**config.mk**
```make
export PLATFORM = sky130hd
export DESIGN_NAME = sfp_pin_front
export DESIGN_NICKNAME = d
export VERILOG_FILES = /design/src/rtl/sfp_pkg.sv /design/src/rtl/sfp_pin_front.sv
export VERILOG_INCLUDE_DIRS = /design/src /design/src/rtl
export SDC_FILE = /design/constraint.sdc
export NUM_CORES = 1
export LEC_CHECK = 0
export BUFFER_PORTS_ARGS = -buffer_cell sky130_fd_sc_hd__buf_2
export CAP_MARGIN = 20
export CORE_ASPECT_RATIO = 1.5
export CORE_MARGIN = 8
export CORE_UTILIZATION = 58
export DETAILED_ROUTE_END_ITERATION = 10
export PLACE_DENSITY = 0.8
export SYNTH_ARGS = -nofsm -noshare
export SYNTH_HDL_FRONTEND = slang
export SYNTH_SLANG_ARGS = --single-unit
```
**constraint.sdc**
```tcl
create_clock -name clk -period 2.2 [get_ports clk]
set_clock_uncertainty 0.1 [all_clocks]
set_input_delay 0.11 -clock clk [delete_from_list [all_inputs] [get_ports clk]]
set_output_delay 0.11 -clock clk [all_outputs]
set_load 0.05 [all_outputs]
```
**src/rtl/sfp_consts.svh**
```systemverilog
// Offsets, field positions, reset values and timing counts of the pin front end.
// Assumes a single core clock given in MHz below.
`ifndef SFP_CONSTS_SVH
`define SFP_CONSTS_SVH

`define SFP_CLK_MHZ        125
`define SFP_T_RESET_NS     1000
`define SFP_RESET_CYC      ((`SFP_T_RESET_NS * `SFP_CLK_MHZ + 999) / 1000)
`define SFP_CNT_W          8
`define SFP_SECTORS        11'h400
`define SFP_BLOCK_SECTORS  11'h010
`define SFP_SEC_MAX_EXP    3'h4
`define SFP_LOCK_HW        2'h1
`define SFP_BYTE_BITS      4'h8
`define SFP_DL_SINGLE_IN   0
`define SFP_DL_SINGLE_OUT  1
`define SFP_DL_WP          2
`define SFP_DL_PAUSE       3

`endif

```
**src/rtl/sfp_pkg.sv**
```systemverilog
// Types shared by the serial flash pin front end.
// Used together with sfp_consts.svh.
package sfp_pkg;

    typedef enum logic [1:0]
    {
        SFP_W_SINGLE = 2'b00,
        SFP_W_DUAL   = 2'b01,
        SFP_W_QUAD   = 2'b10
    } sfp_width_t;

    typedef struct packed
    {
        logic       four_line_enable;
        logic       pause_or_reset_sel;
        logic [1:0] status_lock_bits;
        logic       protect_complement;
        logic       protect_sector_granule;
        logic       protect_top_bottom;
        logic       protect_range_bit2;
        logic       protect_range_bit1;
        logic       protect_range_bit0;
    } sfp_cfg_t;

    typedef struct packed
    {
        logic [10:0] lo;
        logic [10:0] hi;
        logic        locked;
    } sfp_region_t;

endpackage : sfp_pkg

```
**src/rtl/sfp_pin_front.sv**
```systemverilog
// Pin-level front end of a serial flash: select, pause, reset, write protect,
// and the shift path for single, dual and quad transfers.
// Assumes the serial clock and all pins are asynchronous to clk and much slower.
`timescale 1ns/1ps
`include "sfp_consts.svh"

module sfp_pin_front
    import sfp_pkg::*;
(
    input  wire logic        clk,
    input  wire logic        rst_n,
    input  wire logic        clk_en,
    input  wire logic        sclk,
    input  wire logic        cs_n,
    input  wire logic [3:0]  data_line_i,
    output logic      [3:0]  data_line_o,
    output logic      [3:0]  data_line_oe,
    input  wire logic        reset_pin_n,
    input  wire logic        reset_pin_fitted,
    input  wire sfp_cfg_t    cfg,
    input  wire sfp_width_t  width,
    input  wire logic        out_phase,
    input  wire logic        internal_busy,
    output logic             selected,
    output logic             paused,
    output logic             dev_reset,
    output logic             abort_internal,
    output logic             quad_refused,
    output logic             status_write_ok,
    output sfp_region_t      region,
    output logic             rx_valid,
    input  wire logic        rx_ready,
    output logic      [7:0]  rx_data,
    output logic             rx_overrun,
    input  wire logic        tx_valid,
    output logic             tx_ready,
    input  wire logic [7:0]  tx_data
);

    localparam int RESET_CYC = `SFP_RESET_CYC;

    function automatic sfp_region_t calc_region(input sfp_cfg_t c);
        logic [2:0]  bp;
        logic [2:0]  e;
        logic [10:0] sz;
        sfp_region_t r;
        bp = {c.protect_range_bit2, c.protect_range_bit1, c.protect_range_bit0};
        e  = (bp > `SFP_SEC_MAX_EXP) ? `SFP_SEC_MAX_EXP : bp;
        if (bp == 3'h0)
            sz = 11'h000;
        else if (c.protect_sector_granule)
            sz = 11'h001 << (e - 3'h1);
        else
            sz = `SFP_BLOCK_SECTORS << (bp - 3'h1);
        if (sz > `SFP_SECTORS)
            sz = `SFP_SECTORS;
        r.lo = c.protect_top_bottom ? 11'h000 : `SFP_SECTORS - sz;
        r.hi = c.protect_top_bottom ? sz : `SFP_SECTORS;
        if (c.protect_complement)
        begin
            r.lo = c.protect_top_bottom ? sz : 11'h000;
            r.hi = c.protect_top_bottom ? `SFP_SECTORS : `SFP_SECTORS - sz;
        end
        r.locked = 1'b0;
        return r;
    endfunction : calc_region

    // Two-flop synchronisers; select resets low so no false fall follows reset
    logic [1:0] sclk_q;
    logic [1:0] cs_q;
    logic [1:0] rpin_q;
    logic [3:0] dl_s1_q;
    logic [3:0] dl_q;
    logic       sclk_d3_q;
    logic       cs_d3_q;

    always_ff @(posedge clk or negedge rst_n)
    begin
        if (!rst_n)
        begin
            sclk_q    <= 2'b00;
            cs_q      <= 2'b00;
            rpin_q    <= 2'b11;
            dl_s1_q   <= 4'hf;
            dl_q      <= 4'hf;
            sclk_d3_q <= 1'b0;
            cs_d3_q   <= 1'b0;
        end
        else if (clk_en)
        begin
            sclk_q    <= {sclk_q[0], sclk};
            cs_q      <= {cs_q[0], cs_n};
            rpin_q    <= {rpin_q[0], reset_pin_n | ~reset_pin_fitted};
            dl_s1_q   <= data_line_i;
            dl_q      <= dl_s1_q;
            sclk_d3_q <= sclk_q[1];
            cs_d3_q   <= cs_q[1];
        end
    end

    logic sclk_s;
    logic cs_s;
    logic rise;
    logic fall;
    logic cs_fall;
    assign sclk_s  = sclk_q[1];
    assign cs_s    = cs_q[1];
    assign rise    = sclk_s & ~sclk_d3_q;
    assign fall    = ~sclk_s & sclk_d3_q;
    assign cs_fall = ~cs_s & cs_d3_q;

    // Pin roles follow four-line enable and the pause-or-reset select
    logic qe;
    logic shared_rst;
    logic pause_req;
    logic rst_low;
    assign qe         = cfg.four_line_enable;
    assign shared_rst = ~qe & cfg.pause_or_reset_sel;
    assign pause_req  = ~qe & ~cfg.pause_or_reset_sel & ~dl_q[`SFP_DL_PAUSE]
                        & ~cs_s;
    assign rst_low    = ~rpin_q[1] | (shared_rst & ~dl_q[`SFP_DL_PAUSE]);

    // Reset low is honoured at once for commands; power-on state after the minimum
    logic [`SFP_CNT_W-1:0] rst_cnt_q;
    logic                  dev_reset_q;
    logic                  abort_q;

    always_ff @(posedge clk or negedge rst_n)
    begin
        if (!rst_n)
        begin
            rst_cnt_q   <= '0;
            dev_reset_q <= 1'b0;
            abort_q     <= 1'b0;
        end
        else if (clk_en)
        begin
            abort_q <= 1'b0;
            if (!rst_low)
            begin
                rst_cnt_q   <= '0;
                dev_reset_q <= 1'b0;
            end
            else if (rst_cnt_q != `SFP_CNT_W'(RESET_CYC - 1))
                rst_cnt_q <= rst_cnt_q + `SFP_CNT_W'(1);
            else if (!dev_reset_q)
            begin
                dev_reset_q <= 1'b1;
                abort_q     <= internal_busy;
            end
        end
    end

    // Armed by a select falling edge after power-up or a completed reset
    logic armed_q;
    always_ff @(posedge clk or negedge rst_n)
    begin
        if (!rst_n)
            armed_q <= 1'b0;
        else if (clk_en)
        begin
            if (dev_reset_q)
                armed_q <= 1'b0;
            else if (cs_fall)
                armed_q <= 1'b1;
        end
    end

    // Pause only changes while the serial clock is low, except that deselection clears it at once
    logic pause_q;
    always_ff @(posedge clk or negedge rst_n)
    begin
        if (!rst_n)
            pause_q <= 1'b0;
        else if (clk_en)
        begin
            if (cs_s)
                pause_q <= 1'b0;
            else if (!sclk_s)
                pause_q <= pause_req;
        end
    end

    logic       active;
    sfp_width_t eff_w;
    assign active = armed_q & ~cs_s & ~pause_q & ~rst_low;
    assign eff_w  = (width == SFP_W_QUAD && !qe) ? SFP_W_SINGLE : width;

    // Input shifter; state is held untouched through a pause
    logic [7:0] rx_sh_q;
    logic [3:0] rx_cnt_q;
    logic [7:0] rx_hold_q;
    logic       rx_hold_v_q;
    logic       rx_overrun_q;
    logic [7:0] rx_next;
    logic [3:0] rx_step;

    always_comb
    begin
        rx_next = rx_sh_q;
        rx_step = 4'h1;
        unique case (eff_w)
            SFP_W_SINGLE:
                rx_next = {rx_sh_q[6:0], dl_q[`SFP_DL_SINGLE_IN]};
            SFP_W_DUAL:
            begin
                rx_next = {rx_sh_q[5:0], dl_q[1:0]};
                rx_step = 4'h2;
            end
            SFP_W_QUAD:
            begin
                rx_next = {rx_sh_q[3:0], dl_q};
                rx_step = 4'h4;
            end
            default:
                rx_next = rx_sh_q;
        endcase
    end

    logic buf_in_ready;
    always_ff @(posedge clk or negedge rst_n)
    begin
        if (!rst_n)
        begin
            rx_sh_q      <= 8'h00;
            rx_cnt_q     <= 4'h0;
            rx_hold_q    <= 8'h00;
            rx_hold_v_q  <= 1'b0;
            rx_overrun_q <= 1'b0;
        end
        else if (clk_en)
        begin
            if (rx_hold_v_q && buf_in_ready)
                rx_hold_v_q <= 1'b0;
            if (cs_fall)
                rx_overrun_q <= 1'b0;
            if (cs_s || dev_reset_q)
                rx_cnt_q <= 4'h0;
            else if (active && rise && !out_phase)
            begin
                rx_sh_q <= rx_next;
                if (rx_cnt_q + rx_step >= `SFP_BYTE_BITS)
                begin
                    rx_cnt_q    <= 4'h0;
                    rx_hold_q   <= rx_next;
                    rx_hold_v_q <= 1'b1;
                    if (rx_hold_v_q && !buf_in_ready)
                        rx_overrun_q <= 1'b1;
                end
                else
                    rx_cnt_q <= rx_cnt_q + rx_step;
            end
        end
    end

    // Two-entry buffer between the shifter and the receiver
    logic [7:0] buf_mem_q [2];
    logic       wr_ptr_q;
    logic       rd_ptr_q;
    logic [1:0] buf_cnt_q;
    logic       buf_push;
    logic       buf_pop;
    assign buf_in_ready = (buf_cnt_q != 2'h2);
    assign buf_push     = rx_hold_v_q & buf_in_ready;
    assign buf_pop      = rx_valid & rx_ready;
    assign rx_valid     = (buf_cnt_q != 2'h0);

    always_ff @(posedge clk or negedge rst_n)
    begin
        if (!rst_n)
        begin
            buf_mem_q[0] <= 8'h00;
            buf_mem_q[1] <= 8'h00;
            wr_ptr_q     <= 1'b0;
            rd_ptr_q     <= 1'b0;
            buf_cnt_q    <= 2'h0;
            rx_data      <= 8'h00;
        end
        else if (clk_en)
        begin
            if (buf_push)
            begin
                buf_mem_q[wr_ptr_q] <= rx_hold_q;
                wr_ptr_q            <= ~wr_ptr_q;
            end
            if (buf_pop)
                rd_ptr_q <= ~rd_ptr_q;
            buf_cnt_q <= buf_cnt_q + {1'b0, buf_push} - {1'b0, buf_pop};
            rx_data   <= (buf_pop || buf_cnt_q == 2'h0) ?
                         (buf_push ? rx_hold_q : buf_mem_q[~rd_ptr_q])
                         : buf_mem_q[rd_ptr_q];
        end
    end

    // Output shifter; next byte is taken when the current one is spent
    logic [7:0] tx_sh_q;
    logic [3:0] tx_cnt_q;
    assign tx_ready = active & out_phase & fall & (tx_cnt_q == 4'h0);

    always_ff @(posedge clk or negedge rst_n)
    begin
        if (!rst_n)
        begin
            tx_sh_q     <= 8'h00;
            tx_cnt_q    <= 4'h0;
            data_line_o <= 4'h0;
        end
        else if (clk_en)
        begin
            if (cs_s || dev_reset_q)
                tx_cnt_q <= 4'h0;
            else if (active && out_phase && fall)
            begin
                logic [7:0] b;
                b = (tx_cnt_q == 4'h0) ? (tx_valid ? tx_data : 8'hff) : tx_sh_q;
                unique case (eff_w)
                    SFP_W_DUAL:
                    begin
                        data_line_o <= {2'b00, b[7:6]};
                        tx_sh_q     <= {b[5:0], 2'b00};
                        tx_cnt_q    <= (tx_cnt_q == 4'h6) ? 4'h0 : tx_cnt_q + 4'h2;
                    end
                    SFP_W_QUAD:
                    begin
                        data_line_o <= b[7:4];
                        tx_sh_q     <= {b[3:0], 4'h0};
                        tx_cnt_q    <= (tx_cnt_q == 4'h4) ? 4'h0 : tx_cnt_q + 4'h4;
                    end
                    default:
                    begin
                        data_line_o <= {2'b00, b[7], 1'b0};
                        tx_sh_q     <= {b[6:0], 1'b0};
                        tx_cnt_q    <= (tx_cnt_q == 4'h7) ? 4'h0 : tx_cnt_q + 4'h1;
                    end
                endcase
            end
        end
    end

    // Drivers only in the output phase of a selected, unpaused transfer
    always_comb
    begin
        data_line_oe = 4'h0;
        if (active && out_phase)
        begin
            unique case (eff_w)
                SFP_W_DUAL: data_line_oe = 4'h3;
                SFP_W_QUAD: data_line_oe = 4'hf;
                default:    data_line_oe = 4'h2;
            endcase
        end
    end

    // Write protect and protected range; quad use takes the pin away
    logic wp_blocks;
    assign wp_blocks = ~qe & ~dl_q[`SFP_DL_WP] & (cfg.status_lock_bits == `SFP_LOCK_HW);

    always_ff @(posedge clk or negedge rst_n)
    begin
        if (!rst_n)
        begin
            status_write_ok <= 1'b1;
            region          <= '0;
            quad_refused    <= 1'b0;
        end
        else if (clk_en)
        begin
            status_write_ok <= ~wp_blocks & ~cfg.status_lock_bits[1];
            region          <= calc_region(cfg);
            region.locked   <= wp_blocks | cfg.status_lock_bits[1];
            quad_refused    <= (width == SFP_W_QUAD) & ~qe;
        end
    end

    // Internal work is not tied to chip select; only reset cancels it
    assign abort_internal = abort_q;
    assign selected       = armed_q & ~cs_s;
    assign paused         = pause_q;
    assign dev_reset      = dev_reset_q;
    assign rx_overrun     = rx_overrun_q;

    chk_desel_released: assert property (@(posedge clk) disable iff (!rst_n)
        cs_s |-> data_line_oe == 4'h0)
        else $error("drivers on while deselected");

    chk_arm_needs_edge: assert property (@(posedge clk) disable iff (!rst_n)
        $rose(armed_q) |-> $past(cs_fall))
        else $error("armed without select edge");

    chk_pause_quiet: assert property (@(posedge clk) disable iff (!rst_n)
        pause_q |-> data_line_oe == 4'h0 && !tx_ready)
        else $error("activity during pause");

    chk_pause_clk_low: assert property (@(posedge clk) disable iff (!rst_n)
        $changed(pause_q) && !$past(cs_s) |-> !$past(sclk_s))
        else $error("pause moved with clock high");

    chk_quad_gate: assert property (@(posedge clk) disable iff (!rst_n)
        !qe |-> data_line_oe[3:2] == 2'b00)
        else $error("upper lines driven without enable");

    chk_no_pause_quad: assert property (@(posedge clk) disable iff (!rst_n)
        qe |-> ##1 !pause_q)
        else $error("pause with four-line enable");

    chk_reset_time: assert property (@(posedge clk) disable iff (!rst_n)
        clk_en && $rose(dev_reset_q) |-> $past(rst_low, 2))
        else $error("reset without low pin");

    chk_wp_status: assert property (@(posedge clk) disable iff (!rst_n)
        clk_en && wp_blocks |=> !status_write_ok)
        else $error("status write allowed under protect");

    chk_single_out: assert property (@(posedge clk) disable iff (!rst_n)
        eff_w == SFP_W_SINGLE && data_line_oe != 4'h0 |-> data_line_oe == 4'h2)
        else $error("single mode drives wrong line");

endmodule : sfp_pin_front

```
# == After elaboration in Yosys (flattened, before gate mapping) ==
# Index checks and enable logic that the tools add are counted.
# word_totals
reg_bits,119
input_bits,35
out_inout_bits,48
wordCells,196
# op_classes
n_addsub,10
order_cmp,7
eq_ne,12
shifts,2
mux,60
bitwise_logic,42
reduce_logical,32
# ops
cell,n
$mux 8,13
$mux 11,9
$mux 4,9
$pmux 4 s2,3
$pmux 8 s3,1
$mux 22,1
$and 1x1->1,20
$mux 1,18
$bwmux 16,1
$not 1->1,16
$pmux 8 s2,1
$reduce_and 2->1,8
$eq 4x3->1 const B,3
$gt 11x11->1 const B,1
$shl 1x3->11 const A,1
$shl 5x3->11 const A,1
$sub 11x11->11 const A,1
$add 8x1->8 const B,1
$demux 8 s1,1
$logic_and 1x1->1,8
$ne 8x7->1 const B,1
$reduce_bool 2->1,4
$ge 2x2->1 const B,3
$not 1->2,3
25 further kinds,37

# == Logic depth before layout (Yosys ltp) ==
# Gate-level depths: netlist (run 1).
# logic_depth
ltp_word,13
depth_mapped,15
mapped_depth_nobuf,14

# == Worst setup path after synthesis (run 1) ==
# OpenSTA, ideal clock, no wires.
# synth_path
path_kind,input -> register
from,input cfg[0] (netlist name)
to,register region[20] (netlist name)
arrival_ns,2.518
path_slack_ns,-0.540
path_stages,15
path_buffers,1
path_cell_list,or2_1 -> clkbuf_2 -> inv_1 -> ha_1 -> nor2_1 -> nand3_1 -> nor3b_1 -> inv_1 -> ha_1 -> a21boi_0 -> o41ai_1 -> nor3b_2 -> nor3b_1 -> mux2i_1 -> nand2_1
# synth_between
elab_chain_len,13
elab_cells_between_ends,17
cone_classes,3 x add/sub; 2 x order compare; 2 x shift; 9 x mux; 1 x reduce/logical
# synth_rtl
item,line_no,source
start: declaration,sfp_pin_front.sv:20,"input wire sfp_cfg_t cfg,"
$gt 3x3->1 (no line),--,
$mux 3,sfp_pin_front.sv:48,e = (bp > `SFP_SEC_MAX_EXP) ? `SFP_SEC_MAX_EXP : bp;
$sub 3x1->3,sfp_pin_front.sv:52,sz = 11'h001 << (e - 3'h1);
$shl 1x3->11,sfp_pin_front.sv:52,
$mux 11,sfp_pin_front.sv:51,else if (c.protect_sector_granule)
$mux 11 *,sfp_pin_front.sv:49,if (bp == 3'h0)
$mux 11 *,sfp_pin_front.sv:366,else if (clk_en)
$gt 11x11->1 (no line),--,
$mux 11 *,sfp_pin_front.sv:55,if (sz > `SFP_SECTORS)
$mux 11 *,sfp_pin_front.sv:366,
$sub 11x11->11 (no line),--,
$mux 11,sfp_pin_front.sv:57,r.lo = c.protect_top_bottom ? 11'h000 : `SFP_SECTORS - sz;
$mux 22 *,sfp_pin_front.sv:59,if (c.protect_complement)
end signal: assignment,sfp_pin_front.sv:369,region <= calc_region(cfg);
end: declaration,sfp_pin_front.sv:30,"output sfp_region_t region,"
# Every way passes the cells marked *; elsewhere a longest branch is shown, timed or not. The select of a mux whose other input is x is not followed.
# A chain may end at the register's enable or synchronous reset.

# == Worst setup path after layout (run 1) ==
# layout_path
from,register dl_q[3]
to,register data_line_o[3]
# layout_between
elab_chain_len,8
# layout_rtl
item,line_no,source
start: declaration,sfp_pin_front.sv:73,logic [3:0] dl_q;
start signal: assignment,sfp_pin_front.sv:95,dl_q <= dl_s1_q;
$not 1->1,sfp_pin_front.sv:121,assign rst_low = ~rpin_q[1] | (shared_rst & ~dl_q[`SFP_DL_PAUSE]);
$and 1x1->1,sfp_pin_front.sv:121,
$or 1x1->1,sfp_pin_front.sv:121,
$not 1->1,sfp_pin_front.sv:186,assign active = armed_q & ~cs_s & ~pause_q & ~rst_low;
$and 1x1->1,sfp_pin_front.sv:186,
$logic_and 1x1->1 (2 in a row),sfp_pin_front.sv:312,else if (active && out_phase && fall)
$reduce_and 3->1 (no line),--,
end signal: assignment,sfp_pin_front.sv:319,"data_line_o <= {2'b00, b[7:6]};"
end signal: assignment,sfp_pin_front.sv:325,data_line_o <= b[7:4];
end signal: assignment,sfp_pin_front.sv:331,"data_line_o <= {2'b00, b[7], 1'b0};"
end: declaration,sfp_pin_front.sv:16,"output logic [3:0] data_line_o,"
# No other way between the ends.

==> key figures, run 1 <==
Global routing
  – First-pass GRT wire length: 27,540 µm
  – GRT overflow: 0
  – Vias in the first global route: 5,779
  – Met1 Track Usage GR: about a quarter
  – Antenna violations before repair: 0
  – Met2 global-route usage: 42.64%
  – Met3 Use GR: 5.398%
  – Busiest grt layer: met2
  – Pin count of the biggest net entering global routing: 58
  – Total GRT Usage: about a quarter

Floorplan
  – I/O pin count: 83
  – Starting Density: 58.59%
  – Core ar.: 10,880 µm²
  – DIE AREA: 14,670 µm²
  – FP Rows: 47
  – DIE HEIGHT: about 140 µm
  – Die Wd: ~100 µm

Setup path
  – Reg2Reg Depth: 6
  – Worst path max stage delay: 0.55 ns
  – WS Path Type: reg2reg
  – Capturing point of the worst reg2reg path: data_line_o[3]$_DFFE_PN0P_
  – CP required: 2.39 ns
  – Worst setup SP type: flop
  – Worst path slowest cell: dfstp_2
  – Critical Path AT: 2.31 ns
  – Worst R2R Setup Slack: 0.08 ns
  – Reg2reg start: dl_q[3]$_DFFE_PN1P_
  – CP Max Fanout: 22
  – Worst setup EP type: flop
  – CP cell instances: or3b_4 -> nand4_1 -> buf_4 -> nor3_2 -> buf_12 -> mux2_2

Synthesis
  – Ys async rst share: 100.0%
  – Syn_nets: 681
  – Synth unique cells: 71
  – Post-synth top area share: 42.01%
  – Top_reg_cell synth: dfrtp_1
  – Synth warn: 0
  – Yosys top cell by area: dfrtp_1
  – Most numerous cell in the Yosys netlist: dfrtp_1
  – Seq cells post-synth: 118
  – Mean post-synth cell area: 10.12 µm²
  – Synth top area cells: dfrtp_1 42%, mux2_2 7.8%, dfstp_2 4.5%, nor2_1 3.7%, o21ai_0 3.2%
  – Post-synth top cells: 107 x dfrtp_1, 62 x nor2_1, 44 x mux2_2
  – Seq/Total Area, Yosys: 46.54%
  – Mapped Cells: between 600 and 700
  – Mapped cell area: 6374 µm²
  – Number of synthesized flops with an enable pin: 0

Pwr
  – Switching part of the total: approximately a third
  – Proportion of power drawn by the clock network: 36.7%
  – Comb pwr share: 28.0%
  – Internal power: ~0.0052 W
  – Psw: about 0.0028 W
  – Max VDD drop: around 0.64 mV
  – Power density cells: 981.4 nW/µm²
  – Leak: 3.874 nW
  – Flop pwr share: 35.3%

Drt
  – DRC violations left: 0
  – First-pass DRT Iterations: 5
  – ANT nets after route: 0
  – DRT iter0 DRCs: ~280
  – Vias per cell: roughly 6.0
  – Via count: 5,565
  – WL/cell: about 19 µm
  – Routed WL: ~17,000 µm

STA
  – Slew Limit Fails: 0
  – Fmax: approximately 0.47 GHz
  – Fin. Hold Viols: 0
  – Min cycle time layout: between 2 and 2.5 ns
  – PnR worst setup slack: 0.08220 ns
  – Period Utilization, post-route: 96.26%
  – Actual slew at the worst max-slew pin: roughly 0.76 ns
  – TNS Setup: 0 ns
  – # setup viols final: 0
  – Max_slew headroom: 49.07%

Hold path
  – HP Start: rx_ready
  – Hold Path Class: in2reg
  – Hold Path Cell Cnt: 4
  – Hold Crit Endpoint: rd_ptr_q$_DFFE_PN0P_

Cells and area
  – Antenna Cells: 0
  – Storage element area: around 3000 µm²
  – Multi-input gate area: 3283 µm²
  – Area grow syn2layout: 27.72%
  – Filler Cell Count: between 700 and 800
  – Nets: 811
  – Layout cell share with drive strength beyond 1: around a third

Placed design
  – Post-place setup slack: -0.3157 ns
  – DP Wirelength: 11,460 µm
  – Port-buffer cells: ~80
  – Routability cong.: 0.9057

Clocking
  – Root buffer cell: clkbuf_16
  – H-tree depth: 4
  – Clk sink count: 118
  – Clock Latency Late Sink: 0.41 ns
  – CTS tree: done
  – Clock Path Buffers: 2
  – Clock slew at reported path FFs: 0.06 ns
  – Cts bufs inserted: 17

Outcome
  – Status: complete, no violations

Run
  – Max-cap violations: 0
[area by class of cell]
type	count	area share, %
clock buffer	20	5.487
clock inverter	12	2.183
inverter	33	1.552
tap	147	2.259
sequential	118	36.46
timing repair buffer	146	11.73
multi-input combinational	444	40.33
[power by group through the flow]
stage | combinational (W) | clock [W] | sequential (W)
after floorplan | 0.00118 | 0 | 0.00318
after global placement | 0.00207 | 0 | 0.00280
after detailed placement | 0.00215 | 0 | 0.00283
after CTS | 0.00221 | 0.00294 | 0.00280
after global routing | 0.00243 | 0.00304 | 0.00285
final | 0.00224 | 0.00293 | 0.00282
[timing repair]
item | in CTS | in global routing
setup buffers | 1 | 2
hold endpoints to repair | 50 | 0
hold buffers | 12 | 0
pin swaps | 1 | 6
gates resized for setup | 2 | 12
setup endpoints to repair | 9 | 24
[critical path, delay by kind of cell, from the launching register on]
family                 cells  cell delay (ns)
DFF                        1             0.55
muxes                      1             0.34
and+or+nand+nor            3             0.59
buffers and inverters      2             0.39
[worst max path at each step]
stage	from	endpoint	slack, ns	cells past startpoint
final	dl_q[3]$_DFFE_PN1P_	data_line_o[3]$_DFFE_PN0P_	0.08	6
after global routing	buf_cnt_q[1]$_DFFE_PN0P_	buf_cnt_q[1]$_DFFE_PN0P_	-0.005	9
after CTS	tx_cnt_q[0]$_DFFE_PN0P_	tx_ready	0.04	5
after detailed placement	cfg[0]	region[9]$_DFFE_PN0P_	-0.32	15
after global placement	cfg[0]	region[9]$_DFFE_PN0P_	-0.22	15
after floorplan	cfg[0]	region[20]$_DFFE_PN0P_	-0.14	15
[cell families (layout without fill, tap and decap cells)]
kind of cell / count (synthesis) / count (layout) / share of synthesized area, %
buffers and inverters: 68 / 211 / 4.417
adders and majority gates: 16 / 16 / 3.259
xor gates and xnor gates: 14 / 14 / 1.924
DFF: 118 / 118 / 46.55
and+or+nand+nor: 183 / 183 / 15.04
muxes: 63 / 63 / 11.25
AOI/OAI and AO/OA: 168 / 168 / 17.57
[stage by stage]
stage,area (µm²),util (%),std cells,hold WS (ns),total power [W]
2_1_floorplan,6480,-,630,-0.2856,0.004360
3_3_place_gp,7305,67.14,873,0.03099,0.004872
3_5_place_dp,7305,67.14,873,0.04269,0.004982
4_1_cts,8063,74.11,918,0.02517,0.007963
5_1_grt,8140,74.82,920,0.04135,0.008325
6_report,8140,74.82,920,0.03317,0.007989
[registers in the layout (all words and copies together) (netlist names), 7 cells and up]
| name | flops |
|---|---|
| buf_mem_q | 16 |
| rx_sh_q | 8 |
| tx_sh_q | 7 |
| rx_hold_q | 8 |
| region | 23 |
| rst_cnt_q | 8 |
| rx_data | 8 |
[metal layers]
| metal | routed length, µm | vias to the layer above |
|---|---|---|
| li1 | - | 2547 |
| met1 | 6551 | 2769 |
| met2 | 9105 | 198 |
| met3 | 879 | 51 |
| met4 | 510 | 0 |
| met5 | 0 | - |
[layout by cell type, fill, tap and decap left out, types with 11 or more instances in the layout]
cell type	Yosys	final
dfstp_2	11	11
o21ai_0	41	41
o221ai_1	13	13
o22ai_1	16	16
mux2_2	44	44
dfrtp_1	107	106
inv_1	32	31
a21oi_1	32	31
nor2_1	62	59
dlygate4sd3_1	0	12
clkbuf_16	0	17
buf_2	5	80
ha_1	15	12
nand2_1	42	40
mux2i_1	12	12
buf_4	1	51
(Power assumes the default switching activity.)
==> inputs of run 2 (changes only) <==
--- a/config.mk
+++ b/config.mk
@@ -10,9 +10,8 @@
 export CAP_MARGIN = 20
 export CORE_ASPECT_RATIO = 1.5
 export CORE_MARGIN = 8
-export CORE_UTILIZATION = 58
+export CORE_UTILIZATION = 25
 export DETAILED_ROUTE_END_ITERATION = 10
-export PLACE_DENSITY = 0.8
 export SYNTH_ARGS = -nofsm -noshare
 export SYNTH_HDL_FRONTEND = slang
 export SYNTH_SLANG_ARGS = --single-unit
==> key figures, run 2 (synthesized netlist as in run 1, its figures left out) <==
Setup path
  – Worst R2R Setup Slack: 0.13 ns
  – Worst setup EP type: output port
  – Reg2reg start: tx_cnt_q[0]$_DFFE_PN0P_
  – Worst setup SP type: flop
  – Reg2Reg Depth: 8
  – WS Path Type: reg2out
  – Critical Path AT: 1.91 ns
  – CP required: 1.99 ns
  – Capturing point of the worst reg2reg path: data_line_o[2]$_DFFE_PN0P_
  – CP Max Fanout: 4

Global routing
  – Antenna violations before repair: 2
  – First-pass GRT wire length: 28,380 µm
  – Vias in the first global route: 5,465
  – Pin count of the biggest net entering global routing: 44
  – Total GRT Usage: 11.40%
  – GRT overflow: 0

STA
  – Fmax: 0.4713 GHz
  – Slew Limit Fails: 0
  – Actual slew at the worst max-slew pin: slightly below 0.7 ns
  – Period Utilization, post-route: a little over nine tenths
  – PnR worst setup slack: 0.07810 ns
  – # setup viols final: 0
  – Fin. Hold Viols: 0
  – Min cycle time layout: 2.122 ns
  – Unrepaired setup endpoints after global routing: true
  – Max_slew headroom: 54.06%

Placed design
  – DP Wirelength: 12,740 µm
  – Routability cong.: 0.8486
  – Post-DP Area: roughly 7600 µm²
  – Port-buffer cells: roughly 80
  – Post-place setup slack: -0.3264 ns

Drt
  – Via count: 5,283
  – ANT nets after route: 0
  – WL/cell: ~16 µm
  – Vias per cell: roughly 4.7
  – DRT iter0 DRCs: 180
  – First-pass DRT Iterations: 6
  – Routed WL: 17,320 µm
  – DRC violations left: 0

Clocking
  – Cts bufs inserted: 17
  – CTS tree: done
  – Clock Latency Late Sink: around 0.41 ns
  – Clock slew at reported path FFs: 0.06 ns
  – Clock Path Buffers: 2
  – Clk sink count: about 120
  – Root buffer cell: clkbuf_16
  – H-tree depth: 4

Hold path
  – Hold Crit Endpoint: rd_ptr_q$_DFFE_PN0P_
  – Hold Path Cell Cnt: 4
  – Hold Path Class: in2reg
  – HP Start: rx_ready

Pwr
  – Leak: 3.918 nW
  – Max VDD drop: ~0.56 mV
  – Power density cells: 953.1 nW/µm²

Cells and area
  – Most flop-heavy register: region
  – Antenna Cells: 0
  – Final instance area: between 8000 and 9000 µm²
  – Nets: 823
  – Storage element area: 2969 µm²
  – Final core utilization: between 30% and 40%
  – Largest regs: region (23), buf_mem_q (16)
  – Multi-input gate area: 3263 µm²
  – Area grow syn2layout: 33.00%
  – Most common cell after layout, fill and taps aside: dfrtp_1
  – Most frequent cells in the layout: 105 x dfrtp_1, 78 x buf_2, 61 x buf_4
  – Filler Cell Count: 2,603
  – Layout cell share with drive strength beyond 1: 35.03%
  – Max FFs per register: 23

Floorplan
  – FP Rows: 71
  – Die Wd: 146.4 µm
  – Core ar.: 25,050 µm²
  – I/O pin count: 83
  – Starting Density: 25.44%
  – DIE HEIGHT: around 210 µm
  – DIE AREA: 30,970 µm²

Run
  – Max-cap violations: 0

Outcome
  – Status: complete, no violations
==> run 2: timing repair <==
action	CTS	global route
buffers inserted	0	4
setup endpoints to repair	5	8
hold endpoints to repair	117	0
hold buffers	12	0
pin swaps	0	5
resized for setup	3	13
==> run 2: layer usage <==
metal | share of wire, % | global-route usage [%]
met1 | 42 | 12.78
met2 | 51 | 19.84
met3 | 5.0 | 3.355
met4 | 2.4 | 4.777
met5 | 0.064 | 0
==> run 2: layout make-up <==
cell class              instances  share of cell area, %
clock buffers                  21                  5.550
clock inverters                11                  2.022
inverters                      33                  1.491
multi-input cells             444                  38.49
flip-flops and latches        118                  35.03
well taps                     328                  4.841
repair buffers                158                  12.58
==> run 2: where the power goes <==
group / internal [W] / switching (W) / leakage [nW]
Combinational: 0.000843 / 0.00144 / 2.10
Clock: 0.00199 / 0.00103 / 0.298
Sequential: 0.00251 / 0.000268 / 1.52
Total: 0.00534 / 0.00274 / 3.92
==> run 2: critical path, stage by stage (launching register included) <==
cell	delay (ns)
dfstp_2	0.56
or3b_4	0.16
nand4_1	0.21
buf_6	0.20
nor3b_4	0.19
buf_6	0.18
==> run 2: per-stage QoR <==
stage / total power [W] / TNS, ns / hold WS, ns / instances
floorplan: 0.004360 / -0.4876 / -0.2856 / 630
global placement: 0.004990 / -2.037 / -0.01813 / 1065
detailed placement: 0.005025 / -2.693 / -0.01218 / 1065
CTS: 0.008119 / 0 / 0.007785 / 1109
global route: 0.008544 / -0.02240 / 0.03645 / 1113
finish: 0.008080 / 0 / 0.02416 / 1113
==> run 2: worst max-delay path by stage <==
stage	start	end	slack (ns)
after floorplan	cfg[0]	region[20]$_DFFE_PN0P_	-0.14
after global placement	cfg[0]	region[9]$_DFFE_PN0P_	-0.26
after detailed placement	cfg[0]	region[20]$_DFFE_PN0P_	-0.33
after CTS	tx_cnt_q[0]$_DFFE_PN0P_	tx_ready	0.01
after global routing	cfg[1]	region[20]$_DFFE_PN0P_	-0.02
final	dl_q[3]$_DFFE_PN1P_	tx_ready	0.08
